### config.mk
export PLATFORM = sky130hd
export DESIGN_NAME = rrc_range_counter
export DESIGN_NICKNAME = d
export VERILOG_FILES = /design/src/hw/rrc_pkg.sv /design/src/hw/rrc_range_counter.sv
export SDC_FILE = /design/constraint.sdc
export NUM_CORES = 1
export LEC_CHECK = 0
export ABC_AREA = 1
export BUFFER_PORTS_ARGS = -buffer_cell sky130_fd_sc_hd__buf_2
export CAP_MARGIN = 20
export CORE_ASPECT_RATIO = 1.25
export CORE_MARGIN = 2
export CORE_UTILIZATION = 30
export DETAILED_ROUTE_END_ITERATION = 7
export SETUP_SLACK_MARGIN = 0.1
export SYNTH_ARGS = -nofsm -noshare
export SYNTH_HDL_FRONTEND = slang
export SYNTH_SLANG_ARGS = --single-unit
### constraint.sdc
create_clock -name pclk -period 5.9 [get_ports pclk]
set_clock_uncertainty 0.05 [all_clocks]
set_input_delay 0.295 -clock pclk [delete_from_list [all_inputs] [get_ports pclk]]
set_output_delay 0.295 -clock pclk [all_outputs]
set_load 0.05 [all_outputs]
### src/hw/rrc_pkg.sv
// Package of constants and carriers for the radar range counter block
// How it works
// - Range counter steps up or down by range pulses until phase null.
// - Reference square waves come from free counter compared with range counter.
// - Tones nulled in order: 200 cps, then 6.4 kc, then 204.8 kc.
// - Range pulse rate comes from weighted integration of three phase errors.
// - Lock raised after acquisition; interface then flags data valid to computer.
// - Range counter copied into an 18-bit shift register for interface and display.
// - On computer transfer request a 15-bit word loads through a transfer register.
// - Scale switches automatically at threshold: high sends top 15 bits, low bottom.
// - Low-scale discrete tells the computer low scale is in effect.
// - Low-scale bit weight is one eighth of high-scale bit weight.
// - Scale selection is frozen while a word transfer is in progress.
package rrc_pkg;
   localparam int RANGE_W = 18;
   localparam int WORD_W = 15;
   localparam int SCALE_SHIFT = RANGE_W - WORD_W;
   localparam int ERR_W = 8;
   localparam int ACC_W = 20;
   // Register byte offsets
   localparam logic [11:0] OFS_CTRL = 12'h000;
   localparam logic [11:0] OFS_STATUS = 12'h004;
   localparam logic [11:0] OFS_RANGE = 12'h008;
   localparam logic [11:0] OFS_WORD = 12'h00C;
   localparam logic [11:0] OFS_THRESH = 12'h010;
   localparam logic [11:0] OFS_WEIGHT = 12'h014;
   localparam logic [11:0] OFS_NULLTOL = 12'h018;
   // Control fields
   localparam int CTRL_ENABLE = 0;
   localparam int CTRL_RESTART = 1;
   // Status fields
   localparam int ST_LOCK = 0;
   localparam int ST_LOW = 1;
   localparam int ST_BUSY = 2;
   localparam int ST_TONE = 4;
   // Reset values
   localparam logic [RANGE_W-1:0] THRESH_RST = 18'h08000;
   localparam logic [7:0] WEIGHT_RST = 8'h01;
   localparam logic [ERR_W-1:0] NULLTOL_RST = 8'h02;
   // Free counter bit that each tone's reference uses (coarse to fine)
   localparam int TONE0_BIT = 17;
   localparam int TONE1_BIT = 12;
   localparam int TONE2_BIT = 7;
   // Transfer time in ns, and the whole clock cycles it rounds up to
   localparam int XFER_TIME_NS = 300;
   localparam int CLK_NS = 20;
   localparam int XFER_CYC = (XFER_TIME_NS + CLK_NS - 1) / CLK_NS;
   typedef enum logic [1:0] {
      RRC_TONE_LOW,
      RRC_TONE_MID,
      RRC_TONE_HIGH,
      RRC_TONE_LOCK
   } rrc_tone_e;
   typedef struct packed {
      logic [ERR_W-1:0] err0;
      logic [ERR_W-1:0] err1;
      logic [ERR_W-1:0] err2;
   } rrc_err_s;
   typedef struct packed {
      logic [WORD_W-1:0] word;
      logic low_scale;
      logic valid;
   } rrc_word_s;
endpackage

### src/hw/rrc_range_counter.sv
// Range tracker digital core with APB register slave
`timescale 1ns/1ps
`default_nettype none
module rrc_range_counter #(
   parameter int RANGE_W = rrc_pkg::RANGE_W,
   parameter int WORD_W = rrc_pkg::WORD_W
) (
   // Clock and reset
   input wire logic pclk,
   input wire logic presetn,
   // APB slave
   input wire logic psel,
   input wire logic penable,
   input wire logic pwrite,
   input wire logic [11:0] paddr,
   input wire logic [31:0] pwdata,
   input wire logic [3:0] pstrb,
   output logic [31:0] prdata,
   output logic pready,
   output logic pslverr,
   // Phase detector errors, signed
   input wire rrc_pkg::rrc_err_s phase_err,
   // Reference square waves
   output logic [2:0] ref_wave,
   // Computer side
   input wire logic xfer_req,
   output rrc_pkg::rrc_word_s range_word,
   output logic xfer_busy,
   output logic range_lock,
   // Display shift register
   output logic [RANGE_W-1:0] display_range
);
   // Scale logic serves only the default widths
   if (RANGE_W != rrc_pkg::RANGE_W || WORD_W != rrc_pkg::WORD_W) begin
      $error("rrc_range_counter: widths fixed by scale logic");
   end

   function automatic logic near_null(input logic [rrc_pkg::ERR_W-1:0] e,
                                      input logic [rrc_pkg::ERR_W-1:0] tol);
      logic [rrc_pkg::ERR_W-1:0] mag;
      mag = e[rrc_pkg::ERR_W-1] ? (~e + 8'h01) : e;
      return mag <= tol;
   endfunction

   function automatic logic [rrc_pkg::ACC_W-1:0] sext(input logic [rrc_pkg::ERR_W-1:0] e);
      return {{(rrc_pkg::ACC_W - rrc_pkg::ERR_W){e[rrc_pkg::ERR_W-1]}}, e};
   endfunction

   // State
   logic enable_reg, enable_next;
   logic [RANGE_W-1:0] thresh_reg, thresh_next;
   logic [7:0] weight_reg, weight_next;
   logic [rrc_pkg::ERR_W-1:0] tol_reg, tol_next;
   logic [RANGE_W-1:0] free_reg, free_next;
   logic [RANGE_W-1:0] range_reg, range_next;
   logic [rrc_pkg::ACC_W-1:0] acc_reg, acc_next;
   logic [rrc_pkg::ACC_W-1:0] rate_reg, rate_next;
   rrc_pkg::rrc_tone_e tone_reg, tone_next;
   logic [RANGE_W-1:0] shift_reg, shift_next;
   logic low_reg, low_next;
   logic [4:0] xcnt_reg, xcnt_next;
   rrc_pkg::rrc_word_s word_reg, word_next;
   logic [31:0] rdata_reg, rdata_next;
   logic restart;
   logic wr_en;
   logic rd_en;
   logic mapped;
   logic [rrc_pkg::ERR_W-1:0] cur_err;
   logic [rrc_pkg::ACC_W-1:0] werr;
   logic [rrc_pkg::ACC_W-1:0] step;
   logic pulse;
   logic up;

   assign wr_en = psel && penable && pwrite;
   assign rd_en = psel && !penable && !pwrite;
   assign mapped = paddr <= rrc_pkg::OFS_NULLTOL && paddr[1:0] == 2'b00;
   assign pready = 1'b1;
   assign pslverr = psel && penable && !mapped;
   assign prdata = rdata_reg;
   assign restart = wr_en && paddr == rrc_pkg::OFS_CTRL && pstrb[0]
                    && pwdata[rrc_pkg::CTRL_RESTART];

   // Register writes and read data
   always_comb begin
      enable_next = enable_reg;
      thresh_next = thresh_reg;
      weight_next = weight_reg;
      tol_next = tol_reg;
      rdata_next = rdata_reg;
      if (wr_en && pstrb[0]) begin
         case (paddr)
            rrc_pkg::OFS_CTRL: enable_next = pwdata[rrc_pkg::CTRL_ENABLE];
            rrc_pkg::OFS_THRESH: thresh_next[7:0] = pwdata[7:0];
            rrc_pkg::OFS_WEIGHT: weight_next = pwdata[7:0];
            rrc_pkg::OFS_NULLTOL: tol_next = pwdata[rrc_pkg::ERR_W-1:0];
            default: ;
         endcase
      end
      if (wr_en && paddr == rrc_pkg::OFS_THRESH && pstrb[1]) begin
         thresh_next[15:8] = pwdata[15:8];
      end
      if (wr_en && paddr == rrc_pkg::OFS_THRESH && pstrb[2]) begin
         thresh_next[RANGE_W-1:16] = pwdata[RANGE_W-1:16];
      end
      if (rd_en) begin
         case (paddr)
            rrc_pkg::OFS_CTRL: rdata_next = {31'h00000000, enable_reg};
            rrc_pkg::OFS_STATUS: rdata_next = {26'h0000000, tone_reg, 1'b0,
                                               xfer_busy, low_reg, range_lock};
            rrc_pkg::OFS_RANGE: rdata_next = {14'h0000, shift_reg};
            rrc_pkg::OFS_WORD: rdata_next = {17'h00000, word_reg.word};
            rrc_pkg::OFS_THRESH: rdata_next = {14'h0000, thresh_reg};
            rrc_pkg::OFS_WEIGHT: rdata_next = {24'h000000, weight_reg};
            rrc_pkg::OFS_NULLTOL: rdata_next = {24'h000000, tol_reg};
            default: rdata_next = 32'h00000000;
         endcase
      end
   end

   // Select error of tone being acquired
   always_comb begin
      case (tone_reg)
         rrc_pkg::RRC_TONE_LOW: cur_err = phase_err.err0;
         rrc_pkg::RRC_TONE_MID: cur_err = phase_err.err1;
         default: cur_err = phase_err.err2;
      endcase
   end

   // Weighted sum of the three errors, current tone weighted most
   always_comb begin
      werr = sext(phase_err.err0) + sext(phase_err.err1) + sext(phase_err.err2)
             + ((sext(cur_err) * {12'h000, weight_reg}) & 20'hFFFFF);
   end

   // Integrator drives pulse rate accumulator
   always_comb begin
      acc_next = acc_reg;
      rate_next = rate_reg;
      pulse = 1'b0;
      up = !acc_reg[rrc_pkg::ACC_W-1];
      step = acc_reg[rrc_pkg::ACC_W-1] ? (~acc_reg + 20'h00001) : acc_reg;
      if (restart || !enable_reg) begin
         acc_next = 20'h00000;
         rate_next = 20'h00000;
      end else begin
         acc_next = acc_reg + werr;
         {pulse, rate_next} = {1'b0, rate_reg} + {1'b0, step};
      end
   end

   // Range counter, free counter and tone sequence
   always_comb begin
      free_next = free_reg + 18'h00001;
      range_next = range_reg;
      tone_next = tone_reg;
      if (restart || !enable_reg) begin
         tone_next = rrc_pkg::RRC_TONE_LOW;
      end else begin
         if (pulse) begin
            range_next = up ? range_reg + 18'h00001 : range_reg - 18'h00001;
         end
         if (near_null(cur_err, tol_reg)) begin
            case (tone_reg)
               rrc_pkg::RRC_TONE_LOW: tone_next = rrc_pkg::RRC_TONE_MID;
               rrc_pkg::RRC_TONE_MID: tone_next = rrc_pkg::RRC_TONE_HIGH;
               rrc_pkg::RRC_TONE_HIGH: tone_next = rrc_pkg::RRC_TONE_LOCK;
               default: tone_next = rrc_pkg::RRC_TONE_LOCK;
            endcase
         end else if (tone_reg == rrc_pkg::RRC_TONE_LOCK) begin
            tone_next = rrc_pkg::RRC_TONE_HIGH;
         end
      end
   end

   // Reference phase follows range count
   always_comb begin
      logic [RANGE_W-1:0] diff;
      diff = free_reg - range_reg;
      ref_wave = {diff[rrc_pkg::TONE2_BIT], diff[rrc_pkg::TONE1_BIT],
                  diff[rrc_pkg::TONE0_BIT]};
   end

   // Shift register copy, scale logic and transfer
   always_comb begin
      shift_next = range_reg;
      low_next = low_reg;
      xcnt_next = xcnt_reg;
      word_next = word_reg;
      word_next.low_scale = low_reg;
      word_next.valid = range_lock;
      if (xcnt_reg == 5'h00) begin
         if (xfer_req) begin
            // Scale held from the take edge so flag and word agree
            xcnt_next = 5'(rrc_pkg::XFER_CYC);
            word_next.word = low_reg ? shift_reg[WORD_W-1:0]
                             : shift_reg[RANGE_W-1:rrc_pkg::SCALE_SHIFT];
         end else begin
            low_next = shift_reg < thresh_reg;
         end
      end else begin
         xcnt_next = xcnt_reg - 5'h01;
      end
   end

   assign range_lock = tone_reg == rrc_pkg::RRC_TONE_LOCK;
   assign xfer_busy = xcnt_reg != 5'h00;
   assign range_word = word_reg;
   assign display_range = shift_reg;

   always_ff @(posedge pclk or negedge presetn) begin
      if (!presetn) begin
         enable_reg <= 1'b0;
         thresh_reg <= rrc_pkg::THRESH_RST;
         weight_reg <= rrc_pkg::WEIGHT_RST;
         tol_reg <= rrc_pkg::NULLTOL_RST;
         rdata_reg <= 32'h00000000;
         free_reg <= 18'h00000;
         range_reg <= 18'h00000;
         acc_reg <= 20'h00000;
         rate_reg <= 20'h00000;
         tone_reg <= rrc_pkg::RRC_TONE_LOW;
         shift_reg <= 18'h00000;
         low_reg <= 1'b1;
         xcnt_reg <= 5'h00;
         word_reg <= '0;
      end else begin
         enable_reg <= enable_next;
         thresh_reg <= thresh_next;
         weight_reg <= weight_next;
         tol_reg <= tol_next;
         rdata_reg <= rdata_next;
         free_reg <= free_next;
         range_reg <= range_next;
         acc_reg <= acc_next;
         rate_reg <= rate_next;
         tone_reg <= tone_next;
         shift_reg <= shift_next;
         low_reg <= low_next;
         xcnt_reg <= xcnt_next;
         word_reg <= word_next;
      end
   end
endmodule
`default_nettype wire

# [After elaboration in Yosys (flattened, before gate mapping)]
# Cells that the tools add are included.
[classes] n_lt_le_gt_ge=3 muxes=15 n_mul=1 reduce_logical=31 bitwise_logic=4 n_eq_ne=9 add_sub_neg=12
[op_table] op="case mux 18 bit (7 select lines)" count=1
[op_table] op="2-to-1 mux 20 bit" count=3
[op_table] op="adder 18 x 1 -> 18 bit, second input constant" count=2
[op_table] op="equality test 12 x 5 -> 1 bit, second input constant" count=3
[op_table] op="equality test 12 x 4 -> 1 bit, second input constant" count=2
[op_table] op="adder 20 x 20 -> 21 bit" count=1
[op_table] op="adder 20 x 1 -> 20 bit, second input constant" count=1
[op_table] op="adder 20 bit" count=1
[op_table] op="NOT 20 bit" count=1
[op_table] op="adder 10 x 17 -> 18 bit" count=1
[op_table] op="less-than comparator 18 bit" count=1
[op_table] op="2-to-1 mux 18 bit" count=1
[op_table] op="subtractor 18 x 1 -> 18 bit, second input constant" count=1
[op_table] op="subtractor 18 bit" count=1
[op_table] op="multiplier 8 x 9 -> 17 bit" count=1
[op_table] op="case mux 8 bit (2 select lines)" count=1
[op_table] op="2-to-1 mux 15 bit" count=1
[op_table] op="AND reduction 2 bit" count=7
[op_table] op="logical AND 1 bit" count=13
[op_table] op="equality test 12 x 3 -> 1 bit, second input constant" count=1
[op_table] op="<= comparator 12 x 5 -> 1 bit, second input constant" count=1
[op_table] op="zero test 12 bit" count=1
[op_table] op="adder 9 x 8 -> 10 bit" count=1
[op_table] op="2-to-1 mux 5 bit" count=2
[op_table] op="other kinds (19)" count=26
[totals] output_inout_bits=74 input_bits=78 register_bits=186 wordCells=93

# [Logic depth before layout (Yosys ltp)]
# Gate-level depths: netlist of the first run.
[logic_depth] ltp_word=8 depth_mapped=38 depth_no_buf=38

# [Worst setup path before layout of the first run]
# OpenSTA, ideal clock, no wires.
[synth_timing] path_type="reg-to-reg" startpoint="register tone_reg[1]" endpoint="register acc_reg[17] (netlist bit)" path_stages_with_launch=31 path_buffers=2 required_time_ps=5779 setup_time_ps=71 period_less_slack_ps=6306 path_slack_ps=-406 arrival_time_ps=6184 path_cell_list="dfrtp_1 buf_2 nor2_2 a22oi_1 o21a_1 buf_2 inv_2 nor2_1 fa_1 fa_1 inv_1 fa_1 inv_1 fa_1 inv_1 fa_1 inv_1 ha_1 a21oi_1 o21ai_0 a21oi_1 xnor2_1 ha_1 a21oi_1 a21boi_0 nor2_1 nor3_1 nand3_1 nand2_1 nand2_1 nor2_1"
[synth_via] elab_chain_len=6 word_cells_on_any_way=7 classes_between="2 x add/sub; 1 x mul; 1 x eq/ne; 2 x mux; 1 x reduce/logical"
[synth_rtl] element="start, declared" line_no="rrc_range_counter.sv:58" text="rrc_pkg::rrc_tone_e tone_reg, tone_next;"
[synth_rtl] element="start signal, assigned" line_no="rrc_range_counter.sv:221" text="tone_reg <= rrc_pkg::RRC_TONE_LOW;"
[synth_rtl] element="start signal, assigned" line_no="rrc_range_counter.sv:236" text="tone_reg <= tone_next;"
[synth_rtl] element="equality test 2 x 1 -> 1 bit / zero test 2 bit (equally long branches)" line_no="rrc_range_counter.sv:122" text="case (tone_reg)"
[synth_rtl] element="case mux 8 bit (2 select lines) (*)" line_no="rrc_range_counter.sv:122"
[synth_rtl] element="multiplier 8 x 9 -> 17 bit (*)" line_no="rrc_range_counter.sv:132" text="+ ((sext(cur_err) * {12'h000, weight_reg}) & 20'hFFFFF);"
[synth_rtl] element="adder 10 x 17 -> 18 bit (*)" line_no="rrc_range_counter.sv:132"
[synth_rtl] element="adder 20 bit (*)" line_no="rrc_range_counter.sv:146" text="acc_next = acc_reg + werr;"
[synth_rtl] element="2-to-1 mux 20 bit (*)" line_no="rrc_range_counter.sv:142" text="if (restart || !enable_reg) begin"
[synth_rtl] element="net acc_next, one bit" line_no="rrc_range_counter.sv:56" text="logic [rrc_pkg::ACC_W-1:0] acc_reg, acc_next;"
[synth_rtl] element="end signal, assigned" line_no="rrc_range_counter.sv:234" text="acc_reg <= acc_next;"
[synth_rtl] element="end, declared" line_no="rrc_range_counter.sv:56"
# Mark *: on every way through the listed nets, which the timed path passes. The rest lies on a longest branch.
# A chain may end at the register's enable or synchronous reset.

# [Worst setup path in the final report of the first run]
[layout_timing] startpoint="register tone_reg[1]" endpoint="register acc_reg[19] (netlist bit)"
# Same word-level chain as after synthesis.

==> impl_metrics.toml, run 1 <==
[global_route]
antenna_found_initial = 0
grt_pass1_wl_um = 73300
grt_max_degree = 109
grt.total_usage_pct = 17.3
grt_pass1_vias = 14354
grt_overflow = 0

[synth]
async_flop_share_pct = 100
yosys.area.top_type_share_pct = 27.2
synth.cell_area_um2 = 15400
synth_seq_area_share_pct = 27.9
synth_edf_count = 0
syn_inst = 2027
ys_ff_latch = 172
synth_most_common_cell = "nand2_1"
syn_area_per_cell_um2 = 7.62
ys_top_cells_by_count = "nand2_1 (442), inv_1 (357), nor2_1 (197), dfrtp_1 (168), ha_1 (151)"
synth_area_leaders = "dfrtp_1 (27%), ha_1 (12%), fa_1 (11%)"
yosysUniqueCellTypes = 50
yosys_warnings = 0
ys.flop_type = "dfrtp_1"
synth.largest_area_cell = "dfrtp_1"

[worst_setup_path]
end_kind = "register"
critPathTopFamily = "adder cells"
cpMostUsedCell = "fa_1"
cp.depth = 33
reg2reg_from = "tone_reg[1]$_DFFE_PN0P_"
reg2reg_depth = 33
cp_slowest_stage_delay_ps = 510
cp_max_fo = 6
setup.worst_path.start = "tone_reg[1]$_DFFE_PN0P_"
critPathBufInv = 10
arrival_ps = 6620
required_ps = 6240
criticalPathCategory = "register to register"
crit_path_start_kind = "register"
crit_end = "acc_reg[19]$_DFF_PN0_"
r2r_end = "acc_reg[19]$_DFF_PN0_"
crit_slowest_cell = "fa_1"
regToRegSetupSlack_ps = -380

[routing]
drc = 0
drt-wirelength-per-cell_um = 15.6
drt_iter0_drc = 659
vias = 14156
wl_um = 46500
via_per_inst = 4.75
first_pass_iters = 6
ant_nets = 0

[outcome]
status = "finished, violations left"
failed_checks = "setup timing"

[clocking]
htreeDepth = 4
cts_max_path_buffers = 2
cts-buffers-inserted = 17
cts_tree = "done"
clkTransAtPathRegs_ps = 80
clk_latency_ps = 470
clockRootBuffer = "clkbuf_16"
cts_sinks = 172

[final_layout]
area_growth_syn_to_layout_pct = 28.0
final_nets = 2625
antennaDiodeCount = 0
finalInstanceArea_um2 = 19800
drive_above_1_share_pct = 24.5
fin_util_pct = 39.0

[timing]
period_share_pct = 106
period_minus_slack_ps = 6280
grt_setup_unrepaired = "true"
worst_slew_pin_slew_ps = 871
clock.fmax_mhz = 159
worst_slack_ps = -380
slew_violations = 0
final-hold-violation-count = 0
maxSlewHeadroom_pct = 41.9
setup_viol = 10

[min_path]
hold_path_startpoint = "pwdata[11]"
hp-class = "input pin to register"
hold_depth = 3

[floorplanning]
dieArea_um2 = 53300
io_pins = 152
die_width_um = 207
core_area_um2 = 50600
initial_core_util_pct = 30.5
die_h_um = 258
row_count = 92

[placed_design]
dp_slack_ps = -689
place_area_um2 = 18000
port_buffers = 121
globalplace.congestion = 0.913
dp_hpwl_um = 36800

[pwr]
peakVddDrop_v = 0.000244
cellLeakagePower_nw = 10.2
power.density_nw_per_um2 = 275

[job]
maxCapViolations = 0
## power by group
part	total [W]	switching [W]	internal, W
registers	0.00133	0.0000769	0.00125
clock network	0.00116	0.000584	0.000572
logic	0.00295	0.00166	0.00129
total	0.00543	0.00232	0.00311
## routing by layer
metal  share of wire (%)  track usage [%]  vias to the layer above
met5                   0                0                        -
met4                 4.3             7.17                        0
met3                 3.0             1.91                      100
met2                  53             31.7                      297
met1                  40             20.3                     6770
li1                    -                -                     6989
## worst register-to-register path: cells and delay by family (launching register included)
family | cells | cell delay, ps
adder cells (fa/ha/maj) | 7 | 2980
buffers and inverters | 10 | 970
AND/OR/NAND/NOR | 10 | 890
AO/OA/AOI/OAI | 5 | 680
flip-flops | 1 | 490
XOR/XNOR | 1 | 170
## through the flow
stage | cells | TNS [ps] | hold slack [ps] | total power (W)
after global routing | 2982 | -5620 | 37.9 | 0.00577
after global placement | 2907 | -3040 | 362 | 0.00354
after detailed placement | 2907 | -4070 | 348 | 0.00358
final | 2982 | -2500 | 26.7 | 0.00543
after CTS | 2962 | -3410 | 13.3 | 0.00501
after floorplan | 2040 | 0 | -50.6 | 0.00275
## layout by cell type (no fill, tap or decap), types with 7 or more instances in the layout
cell type  count
a21o_1        10
a21oi_1       81
a21oi_2       25
a31oi_1        7
buf_2        120
buf_4        148
buf_6         17
clkbuf_16     17
conb_1        15
dfrtp_1      166
fa_1          81
ha_1         126
ha_4          20
inv_1        330
inv_2         39
nand2_1      405
nand2_2       34
nand2_4       10
nand3_1       60
nand4_1       18
nor2_1       169
nor2_2        25
nor2_4        14
nor3_1        18
o211ai_1      12
o21a_1        10
o21ai_0       66
o21ai_1       52
o21ai_2        9
o21ai_4        7
o22ai_1       24
xnor2_1       28
xor2_1        42
## what timing repair did
action                                  CTS  global route
endpoints found under the setup margin   15            15
endpoints found under the hold margin    92             0
buffers inserted                         21            18
gates resized for setup                  59           138
hold buffers                              1             0
pin swaps                                49            68
gates cloned                              1             0
## layout make-up
| cell class | instances | area [um^2] |
|---|---|---|
| tap | 658 | 823 |
| clock inverter | 15 | 175 |
| timing repair buffer | 291 | 2020 |
| sequential | 172 | 4310 |
| inverter | 376 | 1440 |
| fill | 5148 | 30900 |
| multi-input combinational | 1453 | 10600 |
| clock buffer | 17 | 425 |
## how the worst min path moves through the flow
stage,end,slack [ps]
6_report,thresh_reg[11]$_DFFE_PN0P_,30
2_1_floorplan,acc_reg[0]$_DFF_PN0_,-50
3_5_place_dp,display_range[16]$_DFF_PN0_,350
3_3_place_gp,display_range[16]$_DFF_PN0_,360
4_1_cts,thresh_reg[11]$_DFFE_PN0P_,10
5_1_grt,thresh_reg[11]$_DFFE_PN0P_,40
## kinds of logic (layout without fill, tap and decap cells)
family,Yosys count,after routing,synth area share [%]
xor+xnor,80,80,4.54
fa+ha+maj,236,236,23.3
other cells,2,15,0.0486
flops,172,172,27.9
buf+inv,416,699,10.6
simple gates,781,782,21.0
compound gates,340,340,12.6
No activity file was read; power rests on OpenSTA's default activity.
==> inputs of run 2 (changes only) <==
Settings changed: BUFFER_PORTS_ARGS -buffer_cell sky130_fd_sc_hd__buf_2 to -buffer_cell sky130_fd_sc_hd__buf_4.
==> run 2 against run 1 <==
The flow still finishes with violations (setup timing). Routed wire length fell by 0.40%. Global-route usage is 0.18 points higher. Final cell count hardly changed. Hold slack improved by 1.8 ps. Critical path depth unchanged. Combinational power is essentially flat. Die area unchanged. Power grew 0.50%. Via count is the same. Sequential cell count did not move. Clock-buffer cell count is the same. Register-to-register slack worse by 80 ps. Critical endpoint is now acc_reg[17]$_DFF_PN0_. Largest cell class unchanged.
==> impl_metrics.toml, run 2 (synthesis gave the netlist of run 1 again) <==
[global_route]
grt.total_usage_pct = 17.5
use_met1_pct = 20.5
met2_usage_pct = 31.1
grt_overflow = 0
grt_pass1_vias = 14681
antenna_found_initial = 0
grt_max_degree = 77
busiest_layer = "met2"
grt_pass1_wl_um = 74100
met3_usage_pct = 1.69

[clocking]
cts-buffers-inserted = 17
clockRootBuffer = "clkbuf_16"
htreeDepth = 4
clkTransAtPathRegs_ps = 80
cts_tree = "done"
cts_sinks = 172
clk_latency_ps = 460
cts_max_path_buffers = 2

[timing]
maxSlewHeadroom_pct = 36.0
period_share_pct = 108
final-hold-violation-count = 0
period_minus_slack_ps = 6360
grt_setup_unrepaired = "true"
slew_violations = 0
worst_slack_ps = -464
worst_slew_pin_slew_ps = 961
setup_viol = 12
clock.fmax_mhz = 157

[routing]
ant_nets = 0
drt_iter0_drc = 684
via_per_inst = 4.75
vias = 14156
drt-wirelength-per-cell_um = 15.5
first_pass_iters = 5
wl_um = 46400
drc = 0

[worst_setup_path]
setup.worst_path.start = "tone_reg[0]$_DFFE_PN0P_"
end_kind = "register"
required_ps = 6170
crit_end = "acc_reg[17]$_DFF_PN0_"
regToRegSetupSlack_ps = -460
cp_max_fo = 5
crit_path_start_kind = "register"
reg2reg_depth = 33
crit_slowest_cell = "fa_1"
reg2reg_from = "tone_reg[0]$_DFFE_PN0P_"
criticalPathCategory = "register to register"
r2r_end = "acc_reg[17]$_DFF_PN0_"
arrival_ps = 6640
cp_slowest_stage_delay_ps = 540

[floorplanning]
initial_core_util_pct = 30.5
row_count = 92
die_h_um = 258
io_pins = 152
core_area_um2 = 50600
die_width_um = 207
dieArea_um2 = 53300

[placed_design]
dp_hpwl_um = 37100
port_buffers = 121
globalplace.congestion = 0.959
place_area_um2 = 18300

[final_layout]
finalInstanceArea_um2 = 20100
drive_above_1_share_pct = 25.3
final_cell_mix = "nand2_1 (394), inv_1 (332), buf_4 (269), dfrtp_1 (167), nor2_1 (166)"
fin_util_pct = 39.7
final_nets = 2626
area_growth_syn_to_layout_pct = 30.3
antennaDiodeCount = 0
final_common_cell = "nand2_1"

[min_path]
hp-class = "input pin to register"

[pwr]
netSwitchingFraction_pct = 42.4
clkPwrFrac_pct = 21.5
p_int_w = 0.00315
switchingPower_w = 0.00231
p_comb_share_pct = 54.0
power.density_nw_per_um2 = 271
cellLeakagePower_nw = 10.3
seqPwrFrac_pct = 24.4
peakVddDrop_v = 0.000215

[outcome]
status = "finished, violations left"
failed_checks = "setup timing"

[job]
maxCapViolations = 0
==> run 2: how the worst min path moves through the flow <==
stage,cells past startpoint,start,end,slack (ps)
after floorplan,0,presetn,acc_reg[0]$_DFF_PN0_,-50
after global placement,1,presetn,prdata[7]$_DFFE_PN0P_,170
after detailed placement,1,presetn,prdata[7]$_DFFE_PN0P_,170
after CTS,3,pwdata[14],thresh_reg[14]$_DFFE_PN0P_,10
after global routing,3,pwdata[10],thresh_reg[10]$_DFFE_PN0P_,20
final,3,pwdata[14],thresh_reg[14]$_DFFE_PN0P_,30
==> run 2: power groups by stage <==
stage               sequential [W]  combinational [W]  clock [W]
finish                     0.00134            0.00295    0.00118
global route               0.00135            0.00321    0.00126
CTS                        0.00133            0.00251    0.00121
detailed placement         0.00136            0.00226          0
global placement           0.00136            0.00224          0
floorplan                  0.00150            0.00126          0
==> run 2: metal layers <==
| metal | vias to the layer above | part of all wire [%] |
|---|---|---|
| met5 | - | 0 |
| met4 | 0 | 5.7 |
| met3 | 123 | 3.1 |
| met2 | 318 | 51 |
| met1 | 6712 | 40 |
| li1 | 7003 | - |
==> run 2: worst max-delay path: cells and delay by family, from the launching register on <==
family / cells / cell delay [ps]
flops: 1 / 380
xor+xnor: 1 / 170
buf+inv: 9 / 830
fa+ha+maj: 7 / 3010
compound gates: 5 / 650
simple gates: 11 / 1100
==> run 2: final cells by class <==
class | count | area, um^2
clock buffer | 17 | 425
multi-input combinational | 1452 | 10600
tap | 658 | 823
inverter | 376 | 1430
fill | 5093 | 30500
clock inverter | 15 | 185
sequential | 172 | 4310
timing repair buffer | 293 | 2320
==> run 2: through the flow <==
step | setup TNS (ps) | hold slack [ps] | total power [W] | setup WS [ps] | cells
floorplan | 0 | -50.6 | 0.00275 | 105 | 2040
global placement | -2950 | 166 | 0.00359 | -670 | 2905
detailed placement | -3720 | 167 | 0.00362 | -709 | 2905
CTS | -2440 | 10.1 | 0.00505 | -429 | 2961
global route | -6360 | 19.4 | 0.00581 | -671 | 2983
finish | -3380 | 28.4 | 0.00546 | -464 | 2983
==> run 2: timing repair <==
item                       in CTS  in global routing
hold buffers                    1                  0
setup buffers                  24                 21
gates cloned                    0                  0
pin swaps                      50                 82
hold endpoints to repair       36                  0
resized for setup              90                130
setup endpoints to repair      14                 15
==> inputs of run 3 (changes only) <==
Settings changed: CORE_ASPECT_RATIO 1.25 to 0.5, SETUP_SLACK_MARGIN 0.1 to 0.5.
Clock period 5.9 ns to 5.71 ns, I/O delays scaled along.
==> run 3 against run 2 <==
The flow still finishes with violations (setup timing). Critical path depth decreased by 1. Sequential cell count unchanged. Non-clock buffer count decreased by 11. Worst setup slack got worse by 91 ps. Clock power increased by 4%. Final cell count increased by 0.74%. Via count decreased by 2.0%. Hold slack got worse by 7.4 ps. Maximum frequency increased by 1.6%. Sequential power about the same. Core utilization decreased by 0.30 points. Largest power group unchanged.
==> impl_metrics.toml, run 3 (synthesis gave the netlist of run 1 again) <==
[worst_setup_path]
regToRegSetupSlack_ps = -560
cp_slowest_stage_delay_ps = 570
crit_slowest_cell = "fa_1"
required_ps = 6000
criticalPathCategory = "register to register"
crit_path_start_kind = "register"
reg2reg_depth = 32
cp_max_fo = 5
cpMostUsedCell = "fa_1"
arrival_ps = 6560
reg2reg_from = "tone_reg[1]$_DFFE_PN0P_"
end_kind = "register"
r2r_end = "acc_reg[19]$_DFF_PN0_"

[clocking]
htreeDepth = 4
clk_latency_ps = 450
cts-buffers-inserted = 17
cts_sinks = 172
cts_tree = "done"
cts_max_path_buffers = 2
clkTransAtPathRegs_ps = 70
clockRootBuffer = "clkbuf_16"

[timing]
final.setup.tns_ps = -5260
setup_viol = 13
grt_setup_unrepaired = "true"
final-hold-violation-count = 0
slew_violations = 0
worst_slew_pin_slew_ps = 896
maxSlewHeadroom_pct = 40.3
period_minus_slack_ps = 6270
clock.fmax_mhz = 160
worst_slack_ps = -555
period_share_pct = 110

[floorplanning]
row_count = 58
initial_core_util_pct = 30.6
die_width_um = 325
io_pins = 152
die_h_um = 164
core_area_um2 = 50500
dieArea_um2 = 53400

[final_layout]
fill_cells = 5105
final_nets = 2616
finalInstanceArea_um2 = 19900
final_cell_mix = "nand2_1 (402), inv_1 (336), buf_4 (266), nor2_1 (170), dfrtp_1 (167)"
final_common_cell = "nand2_1"
area_growth_syn_to_layout_pct = 28.9
antennaDiodeCount = 0
drive_above_1_share_pct = 23.8
stdcell_count = 3005

[global_route]
grt.total_usage_pct = 16.7
grt_pass1_vias = 13564
antenna_found_initial = 1
grt_overflow = 0
grt_pass1_wl_um = 71200
grt_max_degree = 93

[min_path]
hold_end = "thresh_reg[14]$_DFFE_PN0P_"
hold_depth = 3
hold_path_startpoint = "pwdata[14]"
hp-class = "input pin to register"

[placed_design]
port_buffers = 121
dp_hpwl_um = 35700
globalplace.congestion = 0.914
place_area_um2 = 18300
place_inst = 2936

[routing]
drt-wirelength-per-cell_um = 14.8
via_per_inst = 4.61
wl_um = 44300
drc = 0
vias = 13867
drt_iter0_drc = 774
ant_nets = 0
first_pass_iters = 5

[job]
maxCapViolations = 0

[pwr]
power.density_nw_per_um2 = 282
cellLeakagePower_nw = 10.2
peakVddDrop_v = 0.000261

[outcome]
status = "finished, violations left"
failed_checks = "setup timing"
run 3: cell count changes in the layout (fill, tap and decap cells not counted), sizes merged:
cell	before	now
buf	292	281
bufinv	0	1
clkinv	5	4
clkinvlp	1	0
inv	385	386
nor2	207	208
run 3: layer usage:
metal	share of wire (%)	routed length (um)	GRT usage, %
met2	46	20300	27.5
met3	3.1	1380	2.13
met1	49	21800	23.5
met5	0	0	0
met4	1.9	835	3.94
run 3: report_power, final:
group	internal, W	total, W	leakage [nW]	switching (W)
logic	0.00134	0.00302	7.66	0.00168
clock network	0.000636	0.00123	0.303	0.000594
registers	0.00129	0.00137	2.23	0.0000771
total	0.00327	0.00562	10.2	0.00235
run 3: how the worst max path moves through the flow:
stage / endpoint / startpoint
6_report: acc_reg[19]$_DFF_PN0_ / tone_reg[1]$_DFFE_PN0P_
5_1_grt: acc_reg[19]$_DFF_PN0_ / tone_reg[1]$_DFFE_PN0P_
4_1_cts: acc_reg[17]$_DFF_PN0_ / tone_reg[1]$_DFFE_PN0P_
3_5_place_dp: acc_reg[18]$_DFF_PN0_ / tone_reg[1]$_DFFE_PN0P_
3_3_place_gp: acc_reg[19]$_DFF_PN0_ / tone_reg[1]$_DFFE_PN0P_
2_1_floorplan: acc_reg[19]$_DFF_PN0_ / tone_reg[0]$_DFFE_PN0P_
run 3: stage by stage:
| step | setup slack [ps] | util (%) | hold slack (ps) | total power [W] |
|---|---|---|---|---|
| after floorplan | -38.9 | - | -60.1 | 0.00288 |
| after global placement | -476 | 36.3 | 358 | 0.00374 |
| after detailed placement | -595 | 36.3 | 366 | 0.00376 |
| after CTS | -454 | 38.6 | 2.69 | 0.00529 |
| after global routing | -765 | 39.4 | 18.6 | 0.00597 |
| final | -555 | 39.4 | 21.0 | 0.00562 |
run 3: area by class of cell:
cell class / instances / area (um^2) / area share, %
repair buffers: 282 / 2180 / 11.0
multi-input cells: 1453 / 10500 / 52.8
clock buffers: 17 / 425 / 2.14
well taps: 690 / 863 / 4.34
clock inverters: 15 / 190 / 0.955
flip-flops and latches: 172 / 4310 / 21.7
inverters: 376 / 1430 / 7.18
run 3: timing repair:
action                                 in CTS  in global routing
pin swaps                                  56                 38
setup endpoints to repair                  16                 17
gates cloned                                1                  0
gates resized for setup                    85                 73
buffers inserted                           21                 14
endpoints found under the hold margin      87                  0
hold buffers                                1                  0
run 3: worst max-delay path: cells and delay by family (launching register included):
kind,cells,cell delay (ps)
flip-flops,1,460
XOR/XNOR,1,150
buffers and inverters,10,820
AO/OA/AOI/OAI,4,480
adder cells (fa/ha/maj),7,3100
AND/OR/NAND/NOR,10,1090
